<file path="src/common/fcc_pkg.sv">
package fcc_pkg;
    // field positions in the configuration byte
    localparam int unsigned FCC_BIT_DUTY_SRC = 5;
    localparam int unsigned FCC_BIT_FIX0 = 4;
    localparam int unsigned FCC_BIT_FIX1 = 3;
    localparam int unsigned FCC_BIT_PPR_HI = 2;
    localparam int unsigned FCC_BIT_PPR_LO = 1;
    localparam int unsigned FCC_BIT_SHUTDOWN = 0;

    // reset values of the writable fields
    localparam logic FCC_RST_DUTY_SRC = 1'h0;
    localparam logic [1:0] FCC_RST_PPR = 2'h1;
    localparam logic FCC_RST_SHUTDOWN = 1'h0;
    // constant readback of the unused bits
    localparam logic FCC_FIX0_VAL = 1'h0;
    localparam logic FCC_FIX1_VAL = 1'h1;
    // decoded pulses-per-rev counts
    localparam logic [3:0] FCC_PPR_CNT_ONE = 4'h1;
    localparam logic [3:0] FCC_PPR_CNT_TWO = 4'h2;
    localparam logic [3:0] FCC_PPR_CNT_FOUR = 4'h4;
    localparam logic [3:0] FCC_PPR_CNT_EIGHT = 4'h8;

    // temperature input in millivolts, duty in hundredths of a percent
    localparam int unsigned FCC_MV_W = 12;
    localparam int unsigned FCC_DUTY_W = 14;
    localparam logic [11:0] FCC_MV_LOW = 12'h654;     // 1620 mV
    localparam logic [11:0] FCC_MV_HIGH = 12'ha28;    // 2600 mV
    localparam logic [13:0] FCC_DUTY_MIN = 14'h0bb8;  // 30.00 %
    localparam logic [13:0] FCC_DUTY_MAX = 14'h2710;  // 100.00 %
    localparam logic [13:0] FCC_DUTY_OPEN = 14'h0f5d; // 39.33 %
    // slope: 7000 duty steps over 980 mV is 50/7 per mV
    localparam logic [19:0] FCC_SLOPE_NUM = 20'h00032;
    localparam logic [19:0] FCC_SLOPE_DEN = 20'h00007;

    typedef enum logic [1:0] {
        FCC_PPR_ONE,
        FCC_PPR_TWO,
        FCC_PPR_FOUR,
        FCC_PPR_EIGHT
    } fcc_ppr_t;

    // writable configuration fields
    typedef struct packed {
        logic duty_source_select;
        fcc_ppr_t pulses_per_rev_select;
        logic shutdown_select;
    } fcc_cfg_t;

    // temperature sample from the converter
    typedef struct packed {
        logic open;
        logic [11:0] mv;
    } fcc_temp_t;
endpackage

</file>
<file path="src/logic/fcc_config.sv">
`timescale 1ns/10ps
module fcc_config
    import fcc_pkg::*;
#(
    parameter int unsigned CNT_W = 16
) (
    input wire logic clk,
    input wire logic rst,
    input wire logic cfg_wr,
    input wire logic [7:0] cfg_wdata,
    output logic [5:0] cfg_rdata,
    input wire logic [13:0] duty_setpoint,
    input wire fcc_temp_t temp_in,
    input wire logic pulse_cnt_valid,
    input wire logic [CNT_W-1:0] pulse_cnt,
    output logic [13:0] duty_out,
    output logic [3:0] pulses_per_rev,
    output logic shutdown,
    output logic [CNT_W-1:0] rev_cnt,
    output logic rev_cnt_valid
);
    // readback value during and right after reset; bit order follows the field positions
    localparam logic [5:0] RDATA_RST = {FCC_RST_DUTY_SRC, FCC_FIX0_VAL, FCC_FIX1_VAL,
                                        FCC_RST_PPR, FCC_RST_SHUTDOWN};

    // stored configuration fields
    fcc_cfg_t cfg_q;
    fcc_cfg_t cfg_d;
    // readback image of bits 5..0
    logic [5:0] rdata_q;
    logic [5:0] rdata_d;
    // selected duty, hundredths of a percent
    logic [13:0] duty_q;
    logic [13:0] duty_d;
    // decoded pulses per revolution
    logic [3:0] ppr_q;
    logic [3:0] ppr_d;
    // revolution count and its one-cycle valid
    logic [CNT_W-1:0] rev_q;
    logic [CNT_W-1:0] rev_d;
    logic rev_vld_q;
    logic rev_vld_d;
    // analog curve helpers
    logic [19:0] span;
    logic [19:0] scaled;
    logic [19:0] analog_duty;
    logic analog_low;
    logic analog_high;

    // host write of the configuration fields; bits 7, 6, 4 and 3 of the byte are dropped here
    always_comb begin
        cfg_d = cfg_q;
        if (cfg_wr) begin
            cfg_d.duty_source_select = cfg_wdata[FCC_BIT_DUTY_SRC];
            cfg_d.pulses_per_rev_select = fcc_ppr_t'(cfg_wdata[FCC_BIT_PPR_HI:FCC_BIT_PPR_LO]);
            cfg_d.shutdown_select = cfg_wdata[FCC_BIT_SHUTDOWN];
        end
    end

    // configuration register; reset gives analog mode, two pulses per rev, running
    always_ff @(posedge clk) begin
        if (rst) begin
            cfg_q.duty_source_select <= FCC_RST_DUTY_SRC;
            cfg_q.pulses_per_rev_select <= fcc_ppr_t'(FCC_RST_PPR);
            cfg_q.shutdown_select <= FCC_RST_SHUTDOWN;
        end else begin
            cfg_q <= cfg_d;
        end
    end

    // readback image, rebuilt each cycle from the stored fields
    always_comb begin
        rdata_d = '0;
        rdata_d[FCC_BIT_DUTY_SRC] = cfg_q.duty_source_select;
        rdata_d[FCC_BIT_FIX0] = FCC_FIX0_VAL;
        rdata_d[FCC_BIT_FIX1] = FCC_FIX1_VAL;
        rdata_d[FCC_BIT_PPR_HI:FCC_BIT_PPR_LO] = cfg_q.pulses_per_rev_select;
        rdata_d[FCC_BIT_SHUTDOWN] = cfg_q.shutdown_select;
    end

    // readback register; one edge behind the fields, so a read right after a write sees the old byte
    always_ff @(posedge clk) begin
        if (rst) begin
            // fixed bits hold during reset too
            rdata_q <= RDATA_RST;
        end else begin
            rdata_q <= rdata_d;
        end
    end

    // linear part of the analog curve; the difference may wrap below the low point,
    // but it is only taken strictly between the two clamp points
    always_comb begin
        analog_low = (temp_in.mv <= FCC_MV_LOW);
        analog_high = (temp_in.mv >= FCC_MV_HIGH);
        span = {8'h00, temp_in.mv - FCC_MV_LOW};
        scaled = (span * FCC_SLOPE_NUM) / FCC_SLOPE_DEN;
        analog_duty = {6'h00, FCC_DUTY_MIN} + scaled;
    end

    // duty source selection; the setpoint passes unchecked, the host keeps it in range
    always_comb begin
        duty_d = FCC_DUTY_MIN;
        if (cfg_q.duty_source_select) begin
            duty_d = duty_setpoint;
        end else if (temp_in.open) begin
            duty_d = FCC_DUTY_OPEN;
        end else if (analog_low) begin
            duty_d = FCC_DUTY_MIN;
        end else if (analog_high) begin
            duty_d = FCC_DUTY_MAX;
        end else begin
            duty_d = analog_duty[13:0];
        end
    end

    // duty register; reset shows the open-input startup duty
    always_ff @(posedge clk) begin
        if (rst) begin
            duty_q <= FCC_DUTY_OPEN;
        end else begin
            duty_q <= duty_d;
        end
    end

    // decode of the pulses-per-rev field
    always_comb begin
        case (cfg_q.pulses_per_rev_select)
            FCC_PPR_ONE: ppr_d = FCC_PPR_CNT_ONE;
            FCC_PPR_TWO: ppr_d = FCC_PPR_CNT_TWO;
            FCC_PPR_FOUR: ppr_d = FCC_PPR_CNT_FOUR;
            FCC_PPR_EIGHT: ppr_d = FCC_PPR_CNT_EIGHT;
            default: ppr_d = FCC_PPR_CNT_TWO;
        endcase
    end

    // decoded count register, reset to the count of the default field value
    always_ff @(posedge clk) begin
        if (rst) begin
            ppr_q <= FCC_PPR_CNT_TWO;
        end else begin
            ppr_q <= ppr_d;
        end
    end

    // revolutions from pulses; powers of two keep this a shift, no divider, remainder dropped
    always_comb begin
        rev_d = rev_q;
        rev_vld_d = pulse_cnt_valid;
        if (pulse_cnt_valid) begin
            rev_d = pulse_cnt >> cfg_q.pulses_per_rev_select;
        end
    end

    // revolution count holds between updates; valid follows pulse_cnt_valid one cycle later
    always_ff @(posedge clk) begin
        if (rst) begin
            rev_q <= '0;
            rev_vld_q <= 1'h0;
        end else begin
            rev_q <= rev_d;
            rev_vld_q <= rev_vld_d;
        end
    end

    // outputs straight from the registers
    assign cfg_rdata = rdata_q;
    assign duty_out = duty_q;
    assign pulses_per_rev = ppr_q;
    // low-power shutdown level; only flagged, the drive stages act on it
    assign shutdown = cfg_q.shutdown_select;
    assign rev_cnt = rev_q;
    assign rev_cnt_valid = rev_vld_q;
endmodule // fcc_config

</file>
<file path="config.mk">
export PLATFORM = sky130hd
export DESIGN_NAME = fcc_config
export DESIGN_NICKNAME = d
export VERILOG_FILES = /design/src/common/fcc_pkg.sv /design/src/logic/fcc_config.sv
export SDC_FILE = /design/constraint.sdc
export NUM_CORES = 1
export LEC_CHECK = 0
export BUFFER_PORTS_ARGS = -buffer_cell sky130_fd_sc_hd__buf_2
export CAP_MARGIN = 30
export CORE_MARGIN = 4
export CORE_UTILIZATION = 40
export CTS_BUF_LIST = sky130_fd_sc_hd__clkbuf_4 sky130_fd_sc_hd__clkbuf_8
export CTS_CLUSTER_DIAMETER = 120
export DETAILED_ROUTE_END_ITERATION = 6
export PLACE_DENSITY = 0.7
export SLEW_MARGIN = 30
export SYNTH_ARGS = -nofsm -noshare
export SYNTH_HDL_FRONTEND = slang
export SYNTH_SLANG_ARGS = --single-unit
</file>
<file path="constraint.sdc">
create_clock -name clk -period 9.5 [get_ports clk]
set_input_delay 0.95 -clock clk [delete_from_list [all_inputs] [get_ports clk]]
set_output_delay 0.95 -clock clk [all_outputs]
set_load 0.03 [all_outputs]
</file>
; After elaboration in Yosys (flattened, before gate mapping)
; Cells that the tools add are included.
[totals]
regBits = 45
wordCells = 25
[op_classes]
shift = 1
n_lt_le_gt_ge = 2
reduce_logical = 1
add_sub_neg = 2
n_mul = 1
n_mux = 5
div = 1
n_eq_ne = 3
[op_table]
columns = op, n
row1 = two-way mux 14 bit, 4
row2 = "divider 18 x 3 -> 20 bit, second input constant", 1
row3 = "multiplier 12 x 5 -> 17 bit, second input constant", 1
row4 = one-hot mux 4 bit (4 select lines), 1
row5 = right shift 16 x 2 -> 16 bit, 1
row6 = "adder 12 x 14 -> 14 bit, first input constant", 1
row7 = ">= comparator 12 bit, second input constant", 1
row8 = "<= comparator 12 x 11 -> 1 bit, second input constant", 1
row9 = "subtractor 12 x 11 -> 12 bit, second input constant", 1
row10 = "== test 2 bit, second input constant", 2
row11 = "== test 2 x 1 -> 1 bit, second input constant", 1
row12 = zero test 2 bit, 1

; Longest topological paths before layout
; Gate-level depths: netlist of run 1.
[depth]
word_depth = 8
mapped_depth = 45
depth_no_buf = 39

; Worst setup path after synthesis of run 1
; OpenSTA, ideal clock, no wires.
[synth_timing]
kind = input -> register
start = input temp_in[2] in the netlist's numbering
end = register duty_q[13], in the netlist duty_out[13]
required_ps = 9376
path_buffers = 2
cell_stages = 40
setup_slack_ps = 530
t_arrival_ps = 8847
path_cell_list = inv_1 ha_1 nor2b_1 o21ai_0 nand2b_1 xor2_1 inv_1 ha_1 ha_1 inv_1 fa_1 inv_1 ha_1 buf_4 a21oi_2 mux2_2 or3_1 nand3_1 [... 4 more ...] mux2_2 a32o_1 o31ai_4 o21ai_2 a221oi_4 o21ai_1 o31a_1 buf_6 a21oi_2 or2_2 ha_1 inv_1 o31a_1 o21ai_0 nand2b_1 nand2_1 xnor2_1 o21ai_0
[synth_between]
elab_chain_cells = 8
elab_cells_between_ends = 10
cone_classes = 2 x add/sub / 1 x mul / 1 x div / 2 x order compare / 4 x mux
[synth_rtl]
columns = element, line_no
row1 = start: declaration, fcc_config.sv:13  ; input wire fcc_temp_t temp_in,
row2 = subtractor 12 x 11 -> 12 bit, fcc_config.sv:96  ; span = {8'h00, temp_in.mv - FCC_MV_LOW};
row3 = multiplier 12 x 5 -> 17 bit, fcc_config.sv:97  ; scaled = (span * FCC_SLOPE_NUM) / FCC_SLOPE_DEN;
row4 = divider 18 x 3 -> 20 bit, fcc_config.sv:97
row5 = adder 12 x 14 -> 14 bit, fcc_config.sv:98  ; analog_duty = {6'h00, FCC_DUTY_MIN} + scaled;
row6 = two-way mux 14 bit, fcc_config.sv:110  ; end else if (analog_high) begin
row7 = two-way mux 14 bit *, fcc_config.sv:108  ; end else if (analog_low) begin
row8 = two-way mux 14 bit *, fcc_config.sv:106  ; end else if (temp_in.open) begin
row9 = two-way mux 14 bit *, fcc_config.sv:104  ; if (cfg_q.duty_source_select) begin
row10 = end signal: assignment, fcc_config.sv:122  ; duty_q <= duty_d;
row11 = end: declaration, fcc_config.sv:33  ; logic [13:0] duty_q;
; Mark *: on every way between the ends. The rest lies on a longest branch, timed or not.
; A chain may end at the register's enable or synchronous reset.

; Worst setup path after layout of run 1
; Ends and elaborated chain as after synthesis.

==> out/metrics.yaml, run 1 <==
outcome: "finished, final reports clean"
hold_ws_ps: 459
finalCriticalPeriod_ps: 8890
rsz0062_at_grt: "no"
yosysWarningCount: 0
detailed_place_hpwl_um: 11000
dieHeight_um: 126
required_ps: 9720
cts_tree: "done"
dominantRegCellSynth: "dfxtp_1"
ff2ff_setup_slack_ps: 7740
async_reset_ff_share_pct: 0
crit_path_top_delay_cell: "fa_1"
dr.pass1.iters: 4
path_delay_family: "compound AO/OA/AOI/OAI gates"
crit_path_frequent_cell: "ha_1"
instances_no_fill: 956
dpl.cell_count: 941
start_util_pct: 41.4
ys_ff_latch: 43
fmax_mhz: 112
max_stage_delay_ps: 530
worst_pin_slew_ps: 794
path_depth: 37
area_growth_pct: 18.9
synth_cells: 676
grt_overflow: 0
pre_cts_slack_ps: 56.9
synth_edf_count: 0
dieWidth_um: 126
clock_skew_ps: 14.1
insertedDiodeCount: 0
crit_type: "primary input to flop"
syn-num-nets: 785
finalSetupViolCount: 0
antenna_found_initial: 0
crit_fanout: 13
io-pin-count: 97
tns_ps: 0
finalHoldViolations: 0
portBuffers: 90
routed_wl_um: 13800
r2r_end: "rev_cnt[4]"
start_kind: "primary input"
netlist_area_mm2: 0.00557
viasPerCell: 5.60
worst-path-buf-inv: 6
final_common_cell: "buf_2"
gr-usage-all-layers_pct: 16.8
drc: 0
rr_worst_depth: 3
crit_path_end: "duty_out[13]"
critPathCaptureType: "flop"
die_area_mm2: 0.0159
layout-drive-gt1-share_pct: 30.3
vias: 5353
tritoncts.num_buffers: 5
fin_crit_sh_pct: 93.6
clock_latency_ps: 300
post_drt_wl_per_cell_um: 14.4
root_buffer: "clkbuf_8"
grt_max_degree: 28
core_area_mm2: 0.0135
clockBufferDepth: 2
finalMaxSlewViolations: 0
ant_nets: 0
place.gp.congestion: 0.910
cts.sinks: 43
startpoint: "temp_in[2]"
relSlewSlack_pct: 47.0
mostFrequentLayoutCells: "90 x buf_2, 65 x nor2_1, 47 x ha_1"
first_global_vias: 5024
r2r_start: "cfg_q[2]"
drt_iter0_drc: 240
ys_seq_area_share_pct: 15.5
hold_path_class: "flop to flop"
num_rows: 42
synth.distinct_cells: 97
nets: 888
grt_pass1_wl_um: 23200
clk_pin_slew_ps: 90
worstPathArrival_ps: 9110
cts_max_level: 2
worst_slack_ps: 610
synth_area_per_cell_um2: 8.24
cts-hold-fix-buffers: 0
cap_violations: 0
-- flip-flops by register name, indices dropped and copies added, names as in the netlist --
register        cells
cfg_rdata           4
rev_cnt_valid       1
shutdown            1
cfg_q               3
rev_cnt            16
duty_out           14
pulses_per_rev      4
-- worst register-to-register path: stages (launching register included) --
cell     delay, ps
dfxtp_1        840
mux4_2         590
mux2i_1        150
nor2_1          50
-- timing repair --
action	in CTS	in global routing
setup endpoints to repair	0	8
resized for setup	0	34
setup buffers	0	7
-- routing by layer --
metal / track usage [%] / vias up / wire, um
met5: 0 / - / 0
met4: 4.04 / 0 / 280
met3: 2.46 / 10 / 492
met2: 29.3 / 105 / 6850
met1: 21.9 / 2512 / 6150
li1: - / 2726 / -
-- worst min-delay path by stage --
stage               startpoint      endpoint  slack [ps]  cells past startpoint
finish                shutdown  cfg_rdata[0]         460                      1
floorplan             cfg_q[3]      cfg_q[3]         500                      2
CTS                   shutdown  cfg_rdata[0]         460                      1
global route          shutdown  cfg_rdata[0]         470                      1
detailed placement    shutdown  cfg_rdata[0]         470                      1
global placement      shutdown  cfg_rdata[0]         470                      1
-- per-stage QoR --
| step | instance area (um2) | utilization [%] |
|---|---|---|
| 6_report | 6630 | 49.2 |
| 5_1_grt | 6630 | 49.2 |
| 4_1_cts | 6420 | 47.7 |
| 3_5_place_dp | 6310 | 46.9 |
| 3_3_place_gp | 6310 | 46.9 |
| 2_1_floorplan | 5570 | - |
-- kinds of logic (layout without fill, tap and decap cells) --
logic type,Yosys count,in the layout,synth area share (%)
simple gates,221,221,20.8
compound gates,200,200,28.2
buf+inv,75,179,5.88
fa+ha+maj,55,55,13.1
flops,43,43,15.5
mux,41,41,10.2
xor+xnor,39,39,6.27
other cells,2,2,0.135
-- synthesized netlist by cell type, types with 11 or more instances --
cell type	number	area, um2
a21oi_1	38	190
o21ai_0	23	115
a31oi_1	11	68.8
nand3_1	12	60.1
o21ai_1	12	60.1
nor3_1	25	125
ha_1	48	601
dfxtp_1	43	861
mux2i_1	25	250
xor2_1	21	184
nand2_1	41	154
mux4_2	12	270
nor2_1	65	244
xnor2_1	17	149
clkbuf_1	14	52.6
inv_1	43	161
nor2b_1	11	68.8
-- final cells by class --
type                            count  area (um2)
Timing Repair Buffer              128         736
Clock inverter                      3        43.8
Inverter                           43         161
Tap cell                          176         220
Sequential cell                    43         862
Clock buffer                        5        68.8
Multi-Input combinational cell    558        4530
Fill cell                        1323        6830
Power of run 1 is left out: the tool's default activity adds up to more than one toggle a clock period on the data nets, which glitch-free logic cannot reach.
==> inputs of run 2 (changes only) <==
Settings changed: CELL_PAD_IN_SITES_DETAIL_PLACEMENT set to 0, CELL_PAD_IN_SITES_GLOBAL_PLACEMENT set to 1, PLACE_DENSITY 0.7 to 0.87.
==> run 2 against run 1 <==
- register-to-register slack worse by 100 ps
- design area increased by 0.15%
- cell count increased by 0.52%
- maximum frequency about the same
- critical path depth increased by 4
- global-route usage rose by 1.0 points
- utilization increased by 0.074 points
- worst setup slack better by 8.3 ps
- routed wire length grew 8.0%
- die area stayed put
- highest routed layer unchanged
==> out/metrics.yaml, run 2 (synthesized netlist as in run 1, its figures left out) <==
outcome: "finished, final reports clean"
crit_type: "primary input to flop"
crit_fanout: 9
relSlewSlack_pct: 42.0
required_ps: 9680
worstPathArrival_ps: 9060
finalHoldViolations: 0
core_area_mm2: 0.0135
nets: 893
fmax_mhz: 113
cts_tree: "done"
dieWidth_um: 126
drc: 0
tns_ps: 0
clock_skew_ps: 8.67
dieHeight_um: 126
instances_no_fill: 961
insertedDiodeCount: 0
grt_max_degree: 28
hold_path_class: "flop to flop"
crit_path_top_delay_cell: "fa_1"
largest_reg_flops: 16
place.gp.congestion: 0.871
vias: 5459
layout-drive-gt1-share_pct: 29.4
r2r_start: "cfg_q[3]"
path_delay_family: "simple AND/OR/NAND/NOR gates"
worst-path-buf-inv: 8
routed_wl_um: 14900
stdcell_area_mm2: 0.00664
worst_pin_slew_ps: 867
viasPerCell: 5.68
start_kind: "primary input"
cap_violations: 0
post_drt_wl_per_cell_um: 15.5
finalSetupViolCount: 0
clockBufferDepth: 2
io-pin-count: 97
num_rows: 42
tritoncts.num_buffers: 5
dr.pass1.iters: 5
grt_pass1_wl_um: 24700
first_global_vias: 5185
start_util_pct: 41.4
cts_max_level: 2
startpoint: "temp_in[3]"
detailed_place_hpwl_um: 12000
root_buffer: "clkbuf_8"
fin_util_pct: 49.3
critPathCaptureType: "flop"
final_common_cell: "buf_2"
area_growth_pct: 19.1
dpl.cell_count: 947
antenna_found_initial: 0
grt_overflow: 0
placed_area_mm2: 0.00635
die_area_mm2: 0.0159
clk_pin_slew_ps: 80
mostFrequentLayoutCells: "90 x buf_2, 64 x nor2_1, 48 x ha_1"
finalCriticalPeriod_ps: 8880
finalMaxSlewViolations: 0
portBuffers: 90
drt_iter0_drc: 263
clock_latency_ps: 290
max_stage_delay_ps: 490
hold_start: "rev_cnt[0]"
fin_crit_sh_pct: 93.5
ant_nets: 0
gr-usage-all-layers_pct: 17.9
cts.sinks: 43
run 2: worst paths after layout:
check	slack, ps	end	cells after the start
setup / recovery	620	duty_out[13]	41
hold / removal	490	rev_cnt[0]	2
setup reg to reg	7640	duty_out[1]	5
hold reg to reg	490	rev_cnt[0]	2
run 2: area by class of cell:
type                       instances  area, um2
fill                            1362       6820
multi-input combinational        558       4530
sequential                        43        862
timing repair buffer             133        773
tap                              176        220
inverter                          43        161
clock buffer                       6       76.3
clock inverter                     2       12.5
run 2: what timing repair did:
action                                 4_1_cts  5_1_grt
resized for setup                            0       29
setup endpoints to repair                    0        8
hold buffers                                 0        0
endpoints found under the hold margin        0        0
buffers inserted                             0        6
run 2: tightest hold or removal path, delay by kind of cell, from the launching register on:
kind	cells	cell delay, ps
flops	1	320
mux	1	60
simple gates	1	80
run 2: stage by stage:
stage	setup WS, ps	hold WS (ps)
global route	-4.12	527
floorplan	530	501
CTS	325	499
global placement	188	463
detailed placement	55.7	478
finish	619	494
run 2: metal layers:
layer | GRT usage, % | wire, um | vias to the layer above
met4 | 3.60 | 237 | 0
met3 | 1.91 | 521 | 14
met2 | 32.1 | 7520 | 116
li1 | - | - | 2742
met5 | 0 | 0 | -
met1 | 23.2 | 6590 | 2587
Power of run 2 is left out for the same reason.
==> inputs of run 3 (changes only) <==
Settings changed: PLACE_DENSITY 0.87 to 0.84.
Clock period 9.5 ns to 10.9 ns, I/O delays scaled along.
==> run 3 against run 2 <==
- cell count is 3.7% lower
- clock skew is 1.5 ps lower
- register-to-register slack improved by 1500 ps
- sequential cell count did not move
- count of clock-buffer cells in the layout unchanged
- non-clock buffer count decreased by 36
- global-route usage barely moved
- design area is 6.3% lower
- sequential share of layout area grew 0.87 points
- critical path depth fell by 2
- via count decreased by 2.7%
- utilization shrank 3.1 points
==> out/metrics.yaml, run 3 (synthesized netlist as in run 1, its figures left out) <==
outcome: "finished, final reports clean"
viasPerCell: 5.74
insertedDiodeCount: 0
cap_violations: 0
die_area_mm2: 0.0159
place.gp.congestion: 0.866
hold_path_class: "flop to flop"
fmax_mhz: 101
clock_latency_ps: 290
multi_input_area_mm2: 0.00438
gr-usage-all-layers_pct: 17.9
finalMaxSlewViolations: 0
first_global_vias: 5135
post_drt_wl_per_cell_um: 15.6
cts_max_level: 2
critPathCaptureType: "flop"
seq_area_um2: 862
crit_type: "primary input to flop"
drt_iter0_drc: 303
largest_reg_flops: 16
dieHeight_um: 126
postCtsSetupBuffers: 0
relSlewSlack_pct: 43.4
fin_util_pct: 46.2
rsz0062_at_grt: "no"
start_util_pct: 41.4
worst_pin_slew_ps: 848
portBuffers: 90
path_delay_family: "compound AO/OA/AOI/OAI gates"
area_growth_pct: 11.6
worst-path-buf-inv: 6
mostFrequentLayoutCells: "90 x buf_2, 65 x nor2_1, 48 x ha_1"
crit_fanout: 14
dieWidth_um: 126
routed_wl_um: 14500
io-pin-count: 97
max_stage_delay_ps: 520
post_cts_resized: 0
num_rows: 42
layout-drive-gt1-share_pct: 23.5
ant_nets: 0
finalCriticalPeriod_ps: 9920
tns_ps: 0
cts.sinks: 43
dr.pass1.iters: 5
crit_path_top_delay_cell: "a311o_2"
cts-hold-fix-buffers: 0
clock_skew_ps: 7.21
worstPathArrival_ps: 10090
clk_pin_slew_ps: 80
vias: 5311
root_buffer: "clkbuf_8"
required_ps: 11080
final_common_cell: "buf_2"
finalHoldViolations: 0
grt_max_degree: 28
core_area_mm2: 0.0135
start_kind: "primary input"
cts_tree: "done"
fin_crit_sh_pct: 91.0
antenna_found_initial: 0
drc: 0
clockBufferDepth: 2
grt_overflow: 0
finalSetupViolCount: 0
grt_pass1_wl_um: 24700
detailed_place_hpwl_um: 11700
tritoncts.num_buffers: 5
fillers: 1402
nets: 857
run 3: changes by cell type in the layout (fill, tap and decap cells not counted), moves of 2 or more:
cell and delta:
a31oi_1 +3, buf_4 -36, o21ai_2 -2, a31oi_2 -2
run 3: stage by stage:
stage / hold WS (ps) / setup slack (ps) / cells / area, um2
floorplan: 501 / 1790 / 676 / 5570
global placement: 464 / 791 / 917 / 6130
detailed placement: 476 / 707 / 917 / 6130
CTS: 493 / 984 / 925 / 6220
global route: 516 / 184 / 925 / 6220
finish: 493 / 984 / 925 / 6220
run 3: area by class of cell:
type | instances | share of cell area, %
Sequential cell | 43 | 13.9
Timing Repair Buffer | 97 | 8.09
Multi-Input combinational cell | 558 | 70.5
Tap cell | 176 | 3.54
Inverter | 43 | 2.60
Clock buffer | 6 | 1.23
Clock inverter | 2 | 0.201
run 3: metal layers:
layer	GRT usage [%]	vias to the layer above	wire, um	share of wire, %
li1	-	2665	-	-
met1	22.9	2540	6420	44
met2	32.1	91	7400	51
met3	2.07	15	384	2.7
met4	4.29	0	276	1.9
met5	0	-	0	0
run 3: worst paths after layout:
| kind | from | endpoint | slack, ps | cells after the start |
|---|---|---|---|---|
| max | temp_in[2] | duty_out[13] | 980 | 39 |
| min reg2reg | shutdown | cfg_rdata[0] | 490 | 1 |
| max reg2reg | cfg_q[3] | duty_out[1] | 9090 | 5 |
| min | shutdown | cfg_rdata[0] | 490 | 1 |
Power of run 3 is left out for the same reason.
